### config.mk
export PLATFORM = sky130hd
export DESIGN_NAME = sbc_side_channels
export DESIGN_NICKNAME = d
export VERILOG_FILES = /design/src/rtl/sbc_pkg.sv /design/src/rtl/sbc_side_channels.sv
export SDC_FILE = /design/constraint.sdc
export NUM_CORES = 1
export LEC_CHECK = 0
export ABC_CLOCK_PERIOD_IN_PS = 5700
export BUFFER_PORTS_ARGS = -buffer_cell sky130_fd_sc_hd__buf_2
export CAP_MARGIN = 20
export CORE_MARGIN = 5
export CORE_UTILIZATION = 66
export CTS_CLUSTER_DIAMETER = 100
export DETAILED_ROUTE_END_ITERATION = 10
export GPL_ROUTABILITY_DRIVEN = 0
export PLACE_DENSITY = 0.89
export SLEW_MARGIN = 20
export SYNTH_ARGS = -nofsm -noshare
export SYNTH_HDL_FRONTEND = slang
export SYNTH_SLANG_ARGS = --single-unit
### constraint.sdc
create_clock -name clk -period 5.7 [get_ports clk]
set_clock_uncertainty 0.15 [all_clocks]
set_input_delay 1.14 -clock clk [delete_from_list [all_inputs] [get_ports clk]]
set_output_delay 1.14 -clock clk [all_outputs]
set_load 0.05 [all_outputs]
### src/rtl/sbc_pkg.sv
/*
 * Shared constants and carrier types for the frame bus side-channel block.
 * Assumes a 32-bit frame per direction, bit 0 sent first after frame sync.
 */
package sbc_pkg;
    // ****************************************************************
    // Frame layout
    // ****************************************************************
    localparam int FRAME_BITS = 32;
    localparam logic [4:0] FRAME_LAST = 5'h1F;
    typedef struct packed {
        logic spare;
        logic access;
        logic mx1;
        logic mr1;
        logic mx0;
        logic mr0;
        logic [5:0] ci1;
        logic [3:0] ci0;
        logic [7:0] mon1;
        logic [7:0] mon0;
    } sbc_frame_t;

    // ****************************************************************
    // Register map (word index on the plain register port)
    // ****************************************************************
    localparam logic [3:0] REG_CI_RX0 = 4'h0;
    localparam logic [3:0] REG_CI_TX0 = 4'h1;
    localparam logic [3:0] REG_CI_RX1 = 4'h2;
    localparam logic [3:0] REG_CI_TX1 = 4'h3;
    localparam logic [3:0] REG_MON_RX0 = 4'h4;
    localparam logic [3:0] REG_MON_TX0 = 4'h5;
    localparam logic [3:0] REG_MON_RX1 = 4'h6;
    localparam logic [3:0] REG_MON_TX1 = 4'h7;
    localparam logic [3:0] REG_HS_CTRL = 4'h8;
    localparam logic [3:0] REG_HS_STAT = 4'h9;
    localparam logic [3:0] REG_GEN_STAT = 4'hA;
    localparam logic [3:0] REG_EXT_IRQ = 4'hB;
    localparam logic [3:0] REG_MODE = 4'hC;

    // Handshake control: mrc at 2*ch, mxc at 2*ch+1.
    // Handshake status: per channel 4 bits starting at 4*ch.
    localparam int HS_DR = 0;
    localparam int HS_ER = 1;
    localparam int HS_DA = 2;
    localparam int HS_AB = 3;
    // Extended event register bits.
    localparam int EV_CI0 = 0;
    localparam int EV_CI1 = 1;
    localparam int EV_MON = 2;
    // Mode register bits.
    localparam int MODE_NEW = 0;
    localparam int MODE_TERM = 1;

    // ****************************************************************
    // Reset values
    // ****************************************************************
    localparam logic [3:0] CI0_RESET = 4'hF;
    localparam logic [5:0] CI1_RESET = 6'h3F;
    localparam logic [7:0] MON_RESET = 8'hFF;
    localparam logic [7:0] BYTE_ZERO = 8'h00;
endpackage

### src/rtl/sbc_side_channels.sv
/*
 * Command/indication and monitor side channels on the 8 kHz frame bus.
 * Assumes link clock, frame sync and receive data arrive from another
 * clock domain, and a single-cycle register port from the host.
 */
// The placing of the registers and the strobed register port were chosen for this implementation.
// How it works
// (RQ1) Four-bit code channel in every mode
// (RQ2) Accept new code after two equal frames
// (RQ3) Send tx code every frame
// (RQ4) Code channel gated by bus access grant
// (RQ5) Six-bit second channel only newer terminal
// (RQ6) Six-bit change flags immediately
// (RQ7) Software avoids bytes with upper nibble ones
// (RQ8) Far end clears handshake, answers next frame
// (RQ9) Older variant latches byte after handshake zero
// (RQ10) Two monitor channels only in terminal mode
// (RQ11) Resend monitor byte each frame until acked
// (RQ12) Control bit zero forces handshake idle
// (RQ13) Per-channel status flags and busy flag
// (RQ14) Transmit control enables active-low handshake
// (RQ15) Falling transmit handshake stores byte, flags
// (RQ16) Receive control on acknowledges first byte
// (RQ17) New byte: one inactive frame, then active
// (RQ18) Receive register read: one inactive frame
// (RQ19) No timeout on any handshake step
// (RQ20) Two inactive transmit frames end reception
// (RQ21) Clearing receive control ends busy flag; code ends it on cleared transmit control plus two idle MR frames
// (RQ22) Two inactive receive frames abort transfer
// (RQ23) Software checks busy zero before starting
`timescale 1ns/1ns
`default_nettype none
module sbc_side_channels
    import sbc_pkg::*;
(
    input wire logic clk,
    input wire logic rstn,
    input wire logic link_clk,
    input wire logic frame_sync,
    input wire logic link_rx,
    output logic link_tx,
    input wire logic [3:0] reg_addr,
    input wire logic [7:0] reg_wdata,
    input wire logic reg_wr,
    input wire logic reg_rd,
    output logic [7:0] reg_rdata
);
    // ****************************************************************
    // Link sampling
    // ****************************************************************
    logic [2:0] sync1_reg, sync2_reg;
    logic lclk_d_reg;
    always_ff @(posedge clk) begin
        if (!rstn) begin
            sync1_reg <= 3'h0;
            sync2_reg <= 3'h0;
            lclk_d_reg <= 1'b0;
        end else begin
            sync1_reg <= {link_rx, frame_sync, link_clk};
            sync2_reg <= sync1_reg;
            lclk_d_reg <= sync2_reg[0];
        end
    end
    logic lrise;
    assign lrise = sync2_reg[0] && !lclk_d_reg;

    logic [4:0] bit_cnt_reg;
    logic [31:0] rx_sr_reg, tx_sr_reg;
    logic frame_done_reg;
    sbc_frame_t rx_frame, tx_frame;
    logic [31:0] tx_word;
    assign rx_frame = sbc_frame_t'(rx_sr_reg);

    always_ff @(posedge clk) begin
        if (!rstn) begin
            bit_cnt_reg <= 5'h0;
            rx_sr_reg <= 32'hFFFF_FFFF;
            tx_sr_reg <= 32'hFFFF_FFFF;
            link_tx <= 1'b1;
            frame_done_reg <= 1'b0;
        end else begin
            frame_done_reg <= 1'b0;
            if (lrise) begin
                rx_sr_reg <= {sync2_reg[2], rx_sr_reg[31:1]};
                if (sync2_reg[1]) begin
                    bit_cnt_reg <= 5'h1;
                    link_tx <= tx_word[0];
                    tx_sr_reg <= {1'b1, tx_word[31:1]};
                end else begin
                    bit_cnt_reg <= bit_cnt_reg + 5'h1;
                    link_tx <= tx_sr_reg[0];
                    tx_sr_reg <= {1'b1, tx_sr_reg[31:1]};
                    frame_done_reg <= (bit_cnt_reg == FRAME_LAST);
                end
            end
        end
    end

    // ****************************************************************
    // Software registers
    // ****************************************************************
    logic [3:0] cmd_ind_rx_reg0_reg, cmd_ind_tx_reg0_reg, ci0_prev_reg;
    logic [5:0] cmd_ind_rx_reg1_reg, cmd_ind_tx_reg1_reg;
    logic [7:0] mor_reg [2];
    logic [7:0] mox_reg [2];
    logic [3:0] hsctl_reg;
    logic [7:0] hsstat_reg;
    logic [2:0] evt_reg;
    logic [1:0] mode_reg;
    logic [1:0] mac_reg;
    logic grant_reg;
    logic prev_e_reg;
    logic newer, term;
    logic [1:0] ch_en, rx_handshake_ctrl, tx_handshake_ctrl;
    assign newer = mode_reg[MODE_NEW];
    assign term = mode_reg[MODE_TERM];
    assign ch_en = {newer && term, newer}; // RQ10
    assign rx_handshake_ctrl = {hsctl_reg[2], hsctl_reg[0]};
    assign tx_handshake_ctrl = {hsctl_reg[3], hsctl_reg[1]};

    function automatic logic hit(input logic [3:0] a, input logic [3:0] r, input logic s);
        hit = s && (a == r);
    endfunction

    always_ff @(posedge clk) begin
        if (!rstn) begin
            cmd_ind_tx_reg0_reg <= CI0_RESET;
            cmd_ind_tx_reg1_reg <= CI1_RESET;
            mox_reg[0] <= MON_RESET;
            mox_reg[1] <= MON_RESET;
            hsctl_reg <= 4'h0;
            mode_reg <= 2'h0;
        end else if (reg_wr) begin
            if (hit(reg_addr, REG_CI_TX0, 1'b1)) cmd_ind_tx_reg0_reg <= reg_wdata[3:0];
            if (hit(reg_addr, REG_CI_TX1, 1'b1)) cmd_ind_tx_reg1_reg <= reg_wdata[5:0];
            if (hit(reg_addr, REG_MON_TX0, 1'b1)) mox_reg[0] <= reg_wdata; // RQ7
            if (hit(reg_addr, REG_MON_TX1, 1'b1)) mox_reg[1] <= reg_wdata;
            if (hit(reg_addr, REG_HS_CTRL, 1'b1)) hsctl_reg <= reg_wdata[3:0];
            if (hit(reg_addr, REG_MODE, 1'b1)) mode_reg <= reg_wdata[1:0];
        end
    end

    // Handshake status and event register reads clear their flags; a set in the same cycle survives.
    always_ff @(posedge clk) begin
        if (!rstn) begin
            reg_rdata <= BYTE_ZERO;
        end else if (reg_rd) begin
            case (reg_addr)
                REG_CI_RX0: reg_rdata <= {4'h0, cmd_ind_rx_reg0_reg};
                REG_CI_TX0: reg_rdata <= {4'h0, cmd_ind_tx_reg0_reg};
                REG_CI_RX1: reg_rdata <= {2'h0, cmd_ind_rx_reg1_reg};
                REG_CI_TX1: reg_rdata <= {2'h0, cmd_ind_tx_reg1_reg};
                REG_MON_RX0: reg_rdata <= mor_reg[0];
                REG_MON_TX0: reg_rdata <= mox_reg[0];
                REG_MON_RX1: reg_rdata <= mor_reg[1];
                REG_MON_TX1: reg_rdata <= mox_reg[1];
                REG_HS_CTRL: reg_rdata <= {4'h0, hsctl_reg};
                REG_HS_STAT: reg_rdata <= hsstat_reg; // RQ13
                REG_GEN_STAT: reg_rdata <= {6'h00, mac_reg}; // RQ13
                REG_EXT_IRQ: reg_rdata <= {5'h00, evt_reg};
                REG_MODE: reg_rdata <= {6'h00, mode_reg};
                default: reg_rdata <= BYTE_ZERO;
            endcase
        end else begin
            reg_rdata <= BYTE_ZERO;
        end
    end

    // ****************************************************************
    // Command/indication channels
    // ****************************************************************
    always_ff @(posedge clk) begin
        if (!rstn) begin
            cmd_ind_rx_reg0_reg <= CI0_RESET;
            ci0_prev_reg <= CI0_RESET;
            cmd_ind_rx_reg1_reg <= CI1_RESET;
            evt_reg <= 3'h0;
            grant_reg <= 1'b1;
        end else begin
            if (hit(reg_addr, REG_EXT_IRQ, reg_rd)) evt_reg <= 3'h0;
            if (frame_done_reg) begin
                ci0_prev_reg <= rx_frame.ci0;
                grant_reg <= rx_frame.access; // RQ4
                if (rx_frame.ci0 == ci0_prev_reg && rx_frame.ci0 != cmd_ind_rx_reg0_reg) begin
                    cmd_ind_rx_reg0_reg <= rx_frame.ci0; // RQ1 RQ2
                    evt_reg[EV_CI0] <= 1'b1; // RQ2
                end
                if (ch_en[1] && rx_frame.ci1 != cmd_ind_rx_reg1_reg) begin
                    cmd_ind_rx_reg1_reg <= rx_frame.ci1; // RQ5
                    evt_reg[EV_CI1] <= 1'b1; // RQ6
                end
                if (!newer && !prev_e_reg) evt_reg[EV_MON] <= 1'b1; // RQ9
            end
        end
    end

    // ****************************************************************
    // Monitor channels
    // ****************************************************************
    // All steps wait on frames or software only; nothing times out.
    logic [1:0] prev_mx_reg, prev_mr_reg, mx_out_reg, mr_out_reg;
    logic [1:0] tx_new_reg, ack_req_reg, byte_new_reg, rx_act_reg, mr_seen_reg;
    logic [1:0] rmx, rmr;
    logic [7:0] rmon [2];
    assign rmx = {rx_frame.mx1, rx_frame.mx0};
    assign rmr = {rx_frame.mr1, rx_frame.mr0};
    assign rmon[0] = rx_frame.mon0;
    assign rmon[1] = rx_frame.mon1;

    always_ff @(posedge clk) begin // RQ19
        if (!rstn) begin
            prev_mx_reg <= 2'h3;
            prev_mr_reg <= 2'h3;
            mx_out_reg <= 2'h3;
            mr_out_reg <= 2'h3;
            tx_new_reg <= 2'h0;
            ack_req_reg <= 2'h0;
            byte_new_reg <= 2'h0;
            rx_act_reg <= 2'h0;
            mr_seen_reg <= 2'h0;
            mac_reg <= 2'h0;
            hsstat_reg <= BYTE_ZERO;
            prev_e_reg <= 1'b1;
            mor_reg[0] <= MON_RESET;
            mor_reg[1] <= MON_RESET;
        end else begin
            if (hit(reg_addr, REG_HS_STAT, reg_rd)) hsstat_reg <= BYTE_ZERO;
            if (frame_done_reg) prev_e_reg <= newer ? 1'b1 : rx_frame.mx0;
            if (frame_done_reg && !newer && !prev_e_reg) mor_reg[0] <= rx_frame.mon0; // RQ9
            for (int c = 0; c < 2; c++) begin
                if (hit(reg_addr, (c == 0) ? REG_MON_TX0 : REG_MON_TX1, reg_wr)) begin
                    tx_new_reg[c] <= 1'b1;
                end
                if (hit(reg_addr, (c == 0) ? REG_MON_RX0 : REG_MON_RX1, reg_rd)) begin
                    byte_new_reg[c] <= 1'b0;
                    if (byte_new_reg[c] && rx_handshake_ctrl[c] && !mr_out_reg[c]) begin
                        ack_req_reg[c] <= 1'b1; // RQ18
                    end
                end
                if (frame_done_reg && ch_en[c]) begin
                    prev_mx_reg[c] <= rmx[c];
                    prev_mr_reg[c] <= rmr[c];
                    // Receiver side.
                    if (prev_mx_reg[c] && !rmx[c]) begin
                        mor_reg[c] <= rmon[c]; // RQ15
                        hsstat_reg[4*c+HS_DR] <= 1'b1; // RQ15
                        byte_new_reg[c] <= 1'b1;
                        rx_act_reg[c] <= 1'b1;
                    end
                    if (rmx[c] && prev_mx_reg[c] && rx_act_reg[c]) begin
                        hsstat_reg[4*c+HS_ER] <= 1'b1; // RQ20
                        rx_act_reg[c] <= 1'b0;
                    end
                    if (!rx_handshake_ctrl[c]) begin
                        mr_out_reg[c] <= 1'b1; // RQ21 RQ22
                        ack_req_reg[c] <= 1'b0;
                    end else if (ack_req_reg[c] && !mr_out_reg[c]) begin
                        mr_out_reg[c] <= 1'b1; // RQ18
                        ack_req_reg[c] <= 1'b0;
                    end else begin
                        mr_out_reg[c] <= 1'b0; // RQ16
                    end
                    // Transmitter side.
                    if (mac_reg[c] && prev_mr_reg[c] && !rmr[c]) begin
                        hsstat_reg[4*c+HS_DA] <= 1'b1; // RQ16 RQ18
                    end
                    if (mac_reg[c] && !rmr[c]) mr_seen_reg[c] <= 1'b1;
                    if (tx_handshake_ctrl[c] && mr_seen_reg[c] && rmr[c] && prev_mr_reg[c]) begin
                        hsstat_reg[4*c+HS_AB] <= 1'b1; // RQ22
                        mr_seen_reg[c] <= 1'b0;
                    end
                    if (tx_handshake_ctrl[c]) begin
                        mac_reg[c] <= 1'b1; // RQ13
                    end else if (rmr[c] && prev_mr_reg[c]) begin
                        mac_reg[c] <= 1'b0; // RQ21
                        mr_seen_reg[c] <= 1'b0;
                    end
                    if (!tx_handshake_ctrl[c]) begin
                        mx_out_reg[c] <= 1'b1; // RQ20
                    end else if (tx_new_reg[c] && !mx_out_reg[c]) begin
                        mx_out_reg[c] <= 1'b1; // RQ17
                        tx_new_reg[c] <= 1'b0;
                    end else begin
                        mx_out_reg[c] <= 1'b0; // RQ14 RQ11
                        if (mx_out_reg[c]) tx_new_reg[c] <= 1'b0;
                    end
                end
            end
        end
    end

    // ****************************************************************
    // Outgoing frame
    // ****************************************************************
    // The byte repeats every frame; only the handshake bits announce news.
    always_comb begin
        tx_frame.spare = 1'b1;
        tx_frame.access = 1'b1;
        tx_frame.ci0 = grant_reg ? cmd_ind_tx_reg0_reg : CI0_RESET; // RQ3 RQ4
        tx_frame.ci1 = ch_en[1] ? cmd_ind_tx_reg1_reg : CI1_RESET; // RQ5
        tx_frame.mon0 = mox_reg[0]; // RQ11
        tx_frame.mon1 = ch_en[1] ? mox_reg[1] : MON_RESET; // RQ10
        tx_frame.mr0 = !(ch_en[0] && rx_handshake_ctrl[0]) || mr_out_reg[0]; // RQ12
        tx_frame.mx0 = !(ch_en[0] && tx_handshake_ctrl[0]) || mx_out_reg[0]; // RQ12
        tx_frame.mr1 = !(ch_en[1] && rx_handshake_ctrl[1]) || mr_out_reg[1]; // RQ12
        tx_frame.mx1 = !(ch_en[1] && tx_handshake_ctrl[1]) || mx_out_reg[1]; // RQ12
    end
    assign tx_word = 32'(tx_frame);
endmodule
`default_nettype wire

# Word level (Yosys, flattened, before mapping)
# Memory sizes are Yosys's and may differ from the RTL's.
# Index checks and enable logic that the tools add are counted.
# W data, S select, Z words.
# word_totals
register_bits	149
mem_bits_rw	32
rom_bits	0
memories	2
out_inout_bits	9
elab_cells	245
latchBits	0
in_bits	19
# op_classes
n_bitwise	7
n_mul	0
muxes	99
addsub	1
n_shift	0
n_reduce_logical	83
n_lt_le_gt_ge	0
n_div	0
n_eq_ne	16
# mem_list
memory	words	width	rd	rd_clocked_by_memory_dff	write_ports	line_no	rtl
mor_reg	2	8	2	0	2	sbc_side_channels.sv:104	logic [7:0] mor_reg [2];
mox_reg	2	8	2	0	2	sbc_side_channels.sv:105	logic [7:0] mox_reg [2];
# op_table
cell	count
$pmux W8 S13	1
$mux W1	83
$mux W8	7
$logic_and A1 B1 Y1	47
$mux W31	1
$reduce_and A2 Y1	11
$eq A4 B4 Y1 const B	5
$eq A4 B3 Y1 const B	4
$logic_not A1 Y1	15
$mux W4	3
$eq A4 B2 Y1 const B	2
$reduce_bool A2 Y1	4
$mux W3	2
$mux W6	1
$ne A6 B6 Y1	1
$add A5 B1 Y5 const B	1
$eq A5 B5 Y1 const B	1
$mux W5	1
$or A1 B1 Y1	5
$eq A4 B1 Y1 const B	1
$eq A4 B4 Y1	1
$logic_not A4 Y1	1
$logic_or A1 B1 Y1	4
$ne A4 B4 Y1	1
2 further kinds	3

# Longest topological paths before layout
# Gate-level depths: netlist of run 1.
# logic_depth
ltp_word	8
depth_mapped	7
ltp_nobuf	5

# Worst setup path after synthesis of run 1
# Ideal clock, no wire load.
# synth_timing
kind	input to register
from	in reg_addr[2]
to	mem mox_reg[1][2], in the netlist mox_reg[0][10], enable pin
setup_time_ns	0.384
arrival_time_ns	2.194
path_stages	4
n_path_buf	1
t_required_ns	5.166
path_slack_ns	2.972
cell_sequence	nor2b_1 buf_2 nand2_1 o21ai_0
# synth_lines
element	line_no	rtl
start, declared	sbc_side_channels.sv:42	input wire logic [3:0] reg_addr,
end, declared	sbc_side_channels.sv:105	

==> metrics.cfg, run 1 <==
[run_status]
status=finished, final reports clean

[grt]
grt_max_degree=93
track_usage=0.2610
antenna_found_initial=0
grt_pass1_vias=5682
grt_overflow=0
grt_pass1_wl_mm=29.50

[final_layout]
largest_reg_flops=32
drive_gt1_frac=0.1158
final_cell_mix=146 x dfxtp_1, 145 x nand2_1, 64 x nand3_1
nFillCells=786
layout.nets=820
area.growth.synth_to_final_pct=8.312
final_common_cell=dfxtp_1
antennaDiodeCount=0

[hold_path]
hold_start=sync1_reg[1]
hold_end=sync2_reg[1]
hold_depth=1
hold_class=flip-flop to flip-flop

[clock_network]
cts_setup_buffers=0
cts_resized=0
cts_hold_buf=0
cts_root_buf=clkbuf_16
path_clk_slew_ns=0.06
cts_buffers=17
insertion_delay_ns=0.43
cts_htree_levels=4
cts_tree=built
ctsLongestPathBuffers=2
cts_sinks=178

[die]
die_width_um=118.3
pin_count=28
initial_utilization=0.6747
core_mm2=0.01147
die_area_mm2=0.01399
rows=39
dieHeight_um=118.3

[sta]
relSlewSlack=0.2725
hold_viol=0
fmax_ghz=0.3030
finalSetupViolCount=0
final.min_clock_period_ns=3.300
post-route-period-util=0.5790
tns_ns=0
final-max-slew-violation-count=0
rsz0062_at_grt=no
worst_slew_pin_slew_ns=1.091

[synth]
synth_cell_types=74
ys_top_cells_by_area=dfxtp_1 38%, edfxtp_1 12%, nand2_1 7.0%
synth-compound-area-share=0.1211
syn_area_mm2=0.007737
asyncSetResetFlopFracSynth=0
netlist_instances=806
synth-edff-count=32
synth_ff_type=dfxtp_1
synth_xor_xnor_area_share=0.01585
ys_seq_area_frac=0.5019
yosys.area_share.simple=0.2532
synth_mux_area_frac=0.06080
ys_warn_count=0
synth_fp_nets=827
synth_top_cell_by_area=dfxtp_1
ys_ff_latch=178
synth_top_area_frac=0.3777
avgSynthCellArea_um2=9.600
synth_fa_ha_area_frac=0.003234
synth_top_family_by_area=simple AND/OR/NAND/NOR gates

[placed_design]
port_buffers=27
hpwl_mm=12.05

[critical_path]
cp_top_family=simple AND/OR/NAND/NOR gates
path_cells=buf_2 -> nor2b_2 -> nand2_1 -> o21ai_1
cpMaxStageDelayCell=nor2b_2
crit_path_start_kind=input port
path_buf_inv=1
critPathRequiredTime_ns=5.61
critPathMaxFanout=29
cpPeakStageDelay_ns=0.66
r2r_start=sync2_reg[0]
r2r_slack_ns=2.69
end_kind=flip-flop
reg2reg_depth=4
worst-setup-path-type=input port to flip-flop
arrival_ns=3.21
r2r-end=tx_sr_reg[28]

[route]
dr.first_iter.drc_count=761
first_pass_iters=7
ant_nets=0
viasPerCell=6.347
remaining_drc_errors=0
finalWirelength_mm=18.10
wl_per_cell_um=18.95
num_vias=6061

[pwr]
p_total_mw=2.679
leakage_nw=3.204
p_sw_mw=0.6155
ir_worst_vdd_mv=0.3530
pwr-share-comb=0.060
swShare=0.2298
p_int_mw=2.063
p_seq_frac=0.499
power_frac_clock=0.441
p_per_area_mw_per_mm2=319.7

[job]
max_cap_viol_count=0

## how the worst max path moves through the flow
stage | start | endpoint | depth (start not counted)
after CTS | reg_addr[2] | mox_reg[0][8] | 4
after floorplan | reg_addr[2] | mox_reg[0][10] | 4
after global placement | reg_addr[2] | mox_reg[0][8] | 4
final | reg_addr[2] | mox_reg[0][11] | 4
after detailed placement | reg_addr[2] | mox_reg[0][9] | 4
after global routing | reg_addr[2] | mox_reg[0][8] | 4
## cell type report
class	instances	area [um^2]	area share
clock inverter	14	160.2	0.01911
sequential	178	3884	0.4634
clock buffer	18	439.2	0.05240
inverter	10	37.54	0.004479
multi-input combinational	562	3521	0.4201
timing repair buffer	30	160.2	0.01911
tap	143	178.9	0.02135
## cell usage after synthesis, drive strengths merged (19+ instances only)
master / instances
buf: 29
clkbuf: 27
dfxtp: 146
edfxtp: 32
mux2i: 38
nand2: 145
nand3: 67
nor2: 19
nor2b: 40
o21ai: 21
or2: 19
or3: 24
## power groups by stage
stage               logic (mW)  clock network [mW]  registers (mW)
floorplan                0.120                   0            1.36
global placement         0.152                   0            1.36
detailed placement       0.158                   0            1.36
CTS                      0.159                1.19            1.34
global route             0.176                1.25            1.34
finish                   0.161                1.18            1.34
## stage by stage
stage	instances	worst slack (ns)	util	hold WS, ns	cell area [um^2]
final	955	2.400	0.7308	0.2839	8381
after global routing	955	2.291	0.7308	0.3012	8381
after CTS	955	1.840	0.7306	0.2895	8378
after detailed placement	923	1.414	0.6783	0.2749	7779
after global placement	923	1.660	0.6783	0.2631	7779
after floorplan	806	2.972	-	0.2619	7737
## cells by family after synthesis
kind of cell               count (synthesis)
and+or+nand+nor                          375
AOI/OAI and AO/OA                        126
adders and majority gates                  2
xor gates and xnor gates                  14
DFF                                      178
muxes                                     45
buffers and inverters                     66
## routing by layer
layer  up-vias  GRT usage  routed length, um
li1       2834          -                  -
met1      2881     0.3393               7435
met2       296     0.4230               8729
met3        50    0.05922               1356
met4         0     0.1054                576
met5         -          0                  0
(Power assumes the default switching activity.)
==> run 2: changes to the inputs <==
ABC_CLOCK_PERIOD_IN_PS = 2700   (was 5700)
CORE_UTILIZATION = 56   (was 66)
PLACE_DENSITY = 0.81   (was 0.89)
clock period = 2.7 ns   (was 5.7 ns; I/O delays follow)
==> metrics.cfg, run 2 (synthesized netlist as in run 1, its figures left out) <==
[run_status]
status=finished, final reports clean

[pwr]
ir_worst_vdd_mv=0.4036  ; +14%
p_total_mw=5.689  ; +110%
leakage_nw=3.287  ; +2.6%
p_per_area_mw_per_mm2=663.0  ; +110%

[placed_design]
place_inst=976  ; +5.7%
hpwl_mm=12.86  ; +6.7%
place_area_mm2=0.007983  ; +2.6%
port_buffers=27  ; unchanged

[sta]
fmax_ghz=0.5376
hold_viol=0  ; unchanged
post-route-period-util=0.6889
rsz0062_at_grt=no
final.min_clock_period_ns=1.860
final-max-slew-violation-count=0  ; unchanged
finalSetupViolCount=0  ; unchanged
worst_slew_pin_slew_ns=0.8337  ; -0.2576 ns
tns_ns=0  ; unchanged
relSlewSlack=0.4442  ; +0.1718

[critical_path]
worst-setup-path-type=flip-flop to flip-flop
arrival_ns=2.08  ; -1.13 ns
critPathMaxFanout=44  ; +52%
crit_path_start_kind=flip-flop
end_kind=flip-flop
critPathRequiredTime_ns=2.92  ; -2.69 ns

[route]
ant_nets=0  ; unchanged
first_pass_iters=5  ; -2
wl_per_cell_um=18.43  ; -2.8%
finalWirelength_mm=18.58  ; +2.6%
viasPerCell=6.033  ; -4.9%
num_vias=6081  ; +0.33%
dr.first_iter.drc_count=729  ; -4.2%
remaining_drc_errors=0  ; unchanged

[grt]
track_usage=0.2357  ; -0.02523
grt_pass1_vias=5611  ; -1.2%
grt_overflow=0  ; unchanged
grt_max_degree=71  ; -24%
grt_pass1_wl_mm=29.72  ; +0.73%
antenna_found_initial=0  ; unchanged

[die]
initial_utilization=0.5640  ; -0.1108
pin_count=28  ; unchanged
die_area_mm2=0.01627  ; +16%
dieHeight_um=127.5  ; +7.8%
die_width_um=127.5  ; +7.8%
rows=43  ; +10%
core_mm2=0.01372  ; +20%

[clock_network]
cts_tree=built
cts_hold_buf=0  ; unchanged
insertion_delay_ns=0.43  ; about the same
cts_buffers=17  ; unchanged
path_clk_slew_ns=0.06  ; about the same
cts_sinks=178  ; unchanged
cts_resized=0  ; unchanged
cts_htree_levels=4  ; unchanged
cts_setup_buffers=0  ; unchanged
ctsLongestPathBuffers=2  ; unchanged
cts_root_buf=clkbuf_16

[final_layout]
area.growth.synth_to_final_pct=10.90
drive_gt1_frac=0.1256  ; +0.009840
fin_util=0.6254  ; -0.1054
final_cell_count_no_fill=1008  ; +5.5%
largest_reg_flops=32  ; unchanged
antennaDiodeCount=0  ; unchanged
final_common_cell=dfxtp_1
layout.nets=836  ; +2.0%
finalInstanceArea_mm2=0.008581  ; +2.4%
nFillCells=1083  ; +38%
final_cell_mix=146 x dfxtp_1, 145 x nand2_1, 64 x nand3_1

[job]
max_cap_viol_count=0  ; unchanged

[hold_path]
hold_class=input port to flip-flop

==> run 2: layout make-up <==
type                       instances  area (um^2)  share of cell area
clock buffer                      18        429.2             0.05001
clock inverter                    14        168.9             0.01969
inverter                          10        37.54            0.004374
multi-input combinational        562         3518              0.4100
sequential                       178         3884              0.4526
tap                              180        225.2             0.02625
timing repair buffer              46        317.8             0.03704
==> run 2: power breakdown <==
part | internal (mW) | total (mW) | switching, mW
logic | 0.132 | 0.360 | 0.228
registers | 2.76 | 2.82 | 0.0572
clock network | 1.53 | 2.51 | 0.983
==> run 2: path summary, 6_finish.rpt <==
path                  endpoint          from  depth (start not counted)  slack, ns
setup / recovery  rx_frame[15]    lclk_d_reg                          4       0.84
hold / removal    sync1_reg[1]    frame_sync                          2       0.16
setup reg to reg  rx_frame[15]    lclk_d_reg                          4       0.84
hold reg to reg   sync2_reg[0]  sync1_reg[0]                          1       0.28
==> run 2: through the flow <==
stage	setup WS, ns	hold WS [ns]
global route	0.6602	0.1558
global placement	0.5253	0.2708
finish	0.8399	0.1642
detailed placement	0.4767	0.2699
CTS	0.8102	0.1482
floorplan	0.5716	0.2619
==> run 2: layer usage <==
| metal | track usage | part of all wire | up-vias |
|---|---|---|---|
| met3 | 0.07107 | 0.085 | 44 |
| met1 | 0.3050 | 0.41 | 2902 |
| li1 | - | - | 2872 |
| met4 | 0.09842 | 0.029 | 0 |
| met5 | 0 | 0 | - |
| met2 | 0.3682 | 0.47 | 263 |
==> run 2: worst max-delay path: stages, from the launching register on <==
cell	delay, ns
dfxtp_1	0.31
nand2b_2	0.65
buf_4	0.46
nand2_1	0.12
nand3_1	0.10
==> run 3: changes to the inputs <==
ABC_CLOCK_PERIOD_IN_PS = 1900   (was 2700)
CORE_UTILIZATION = 62   (was 56)
PLACE_DENSITY = 0.85   (was 0.81)
clock period = 1.9 ns   (was 2.7 ns; I/O delays follow)
==> metrics.cfg, run 3 (synthesized netlist as in run 1, its figures left out) <==
[run_status]
status=finished, final reports clean

[grt]
grt_overflow=0  ; unchanged
grt_pass1_vias=6057  ; +7.9%
grt_pass1_wl_mm=31.06  ; +4.5%
antenna_found_initial=0  ; unchanged
track_usage=0.2663  ; +0.03055
grt_max_degree=80  ; +13%

[sta]
hold_viol=0  ; unchanged
final-max-slew-violation-count=0  ; unchanged
tns_ns=0  ; unchanged
fmax_ghz=0.5714  ; +6.3%
post-route-period-util=0.9211  ; +0.2322
relSlewSlack=0.6817  ; +0.2375
final.min_clock_period_ns=1.750  ; -0.1100 ns
fin_ws_ns=0.1499  ; -0.6900 ns
rsz0062_at_grt=no
finalSetupViolCount=0  ; unchanged
worst_slew_pin_slew_ns=0.4764  ; -0.3573 ns

[clock_network]
cts_tree=built
cts_sinks=178  ; unchanged
cts_root_buf=clkbuf_16
cts_setup_buffers=0  ; unchanged
path_clk_slew_ns=0.06  ; about the same
cts_htree_levels=4  ; unchanged
cts_buffers=17  ; unchanged
ctsLongestPathBuffers=2  ; unchanged
insertion_delay_ns=0.43  ; about the same

[route]
remaining_drc_errors=0  ; unchanged
first_pass_iters=5  ; unchanged
num_vias=6283  ; +3.3%
viasPerCell=6.166  ; +2.2%
wl_per_cell_um=18.65  ; +1.2%
dr.first_iter.drc_count=714  ; -2.1%
ant_nets=0  ; unchanged
finalWirelength_mm=19.01  ; +2.3%

[final_layout]
fin_util=0.7224  ; +0.09697
final_cell_mix=146 x dfxtp_1, 145 x nand2_1, 64 x nand3_1
area.growth.synth_to_final_pct=13.08
final_common_cell=dfxtp_1
seq_area_mm2=0.003884  ; unchanged
largest_reg_flops=32  ; unchanged
drive_gt1_frac=0.1539  ; +0.02833
final_cell_count_no_fill=1019  ; +1.1%
layout.nets=859  ; +2.8%
antennaDiodeCount=0  ; unchanged
nFillCells=881  ; -19%
multi_input_area_mm2=0.003527  ; +0.25%

[die]
pin_count=28  ; unchanged
die_width_um=121.7  ; -4.6%
core_mm2=0.01211  ; -12%
initial_utilization=0.6388  ; +0.07487
rows=40  ; -7.0%
die_area_mm2=0.01481  ; -8.9%
dieHeight_um=121.7  ; -4.6%

[placed_design]
place_inst=986  ; +1.0%
port_buffers=27  ; unchanged
dp_slack_ns=0.004311  ; -0.4724 ns
hpwl_mm=13.20  ; +2.6%

[hold_path]
hold_class=input port to flip-flop

[pwr]
ir_worst_vdd_mv=0.6542  ; +62%
p_per_area_mw_per_mm2=907.2  ; +37%
leakage_nw=3.406  ; +3.6%

[critical_path]
critPathMaxFanout=7  ; -84%
end_kind=flip-flop
crit_path_start_kind=flip-flop
worst-setup-path-type=flip-flop to flip-flop
arrival_ns=1.93  ; -0.15 ns
critPathRequiredTime_ns=2.08  ; -0.84 ns

[job]
max_cap_viol_count=0  ; unchanged

[run 3: cell count changes in the layout (fill, tap and decap cells not counted), moves of 2 or more]
cell       previous run  this run
buf_4                17        37
clkinv_1              5         0
bufinv_16             4         1
clkbuf_8              0         3
clkinv_4              0         3
buf_12                3         5
clkinv_2              3         1
inv_4                 0         2
inv_6                 0         2
[run 3: critical path, stage by stage, from the launching register on]
cell and delay (ns):
dfxtp_1 0.48, buf_4 0.20, nor4bb_1 0.30, a31oi_1 0.09, o221a_1 0.23, a31oi_1 0.20
[run 3: what timing repair did]
item                                   in CTS  in global routing
hold buffers                                1                  0
resized for setup                           0                  2
endpoints found under the hold margin       1                  0
setup endpoints to repair                   0                  7
[run 3: final timing paths]
kind	from	endpoint	slack (ns)	cells past startpoint
min reg2reg	sync1_reg[0]	sync2_reg[0]	0.28	1
max reg2reg	mode_reg[0]	reg_rdata[0]	0.15	5
max	mode_reg[0]	reg_rdata[0]	0.15	5
min	frame_sync	sync1_reg[1]	0.02	2
[run 3: area by class of cell]
type | instances | share of cell area
inverters | 10 | 0.004290
clock inverters | 10 | 0.01130
well taps | 168 | 0.02402
multi-input cells | 562 | 0.4031
clock buffers | 22 | 0.05420
repair buffers | 69 | 0.05920
flip-flops and latches | 178 | 0.4439
[run 3: metal layers]
metal  vias up  GRT usage  routed length, um
li1       2924          -                  -
met1      2992     0.3492               7916
met2       302     0.4187               8956
met3        65    0.06453               1384
met4         0     0.1211                749
met5         -          0                  0
[run 3: through the flow]
| step | area, um^2 | hold WS [ns] | power [mW] |
|---|---|---|---|
| 4_1_cts | 8741 | 0.003688 | 7.952 |
| 3_3_place_gp | 8158 | 0.2648 | 4.606 |
| 6_report | 8750 | 0.01653 | 7.937 |
| 5_1_grt | 8750 | 0.01361 | 8.200 |
| 3_5_place_dp | 8158 | 0.2756 | 4.626 |
| 2_1_floorplan | 7737 | 0.2619 | 4.443 |
[run 3: report_power, final]
group          leakage [nW]  switching (mW)  internal (mW)
sequential             1.46          0.0803           3.93
combinational          1.67           0.339          0.218
clock                 0.282            1.45           1.92
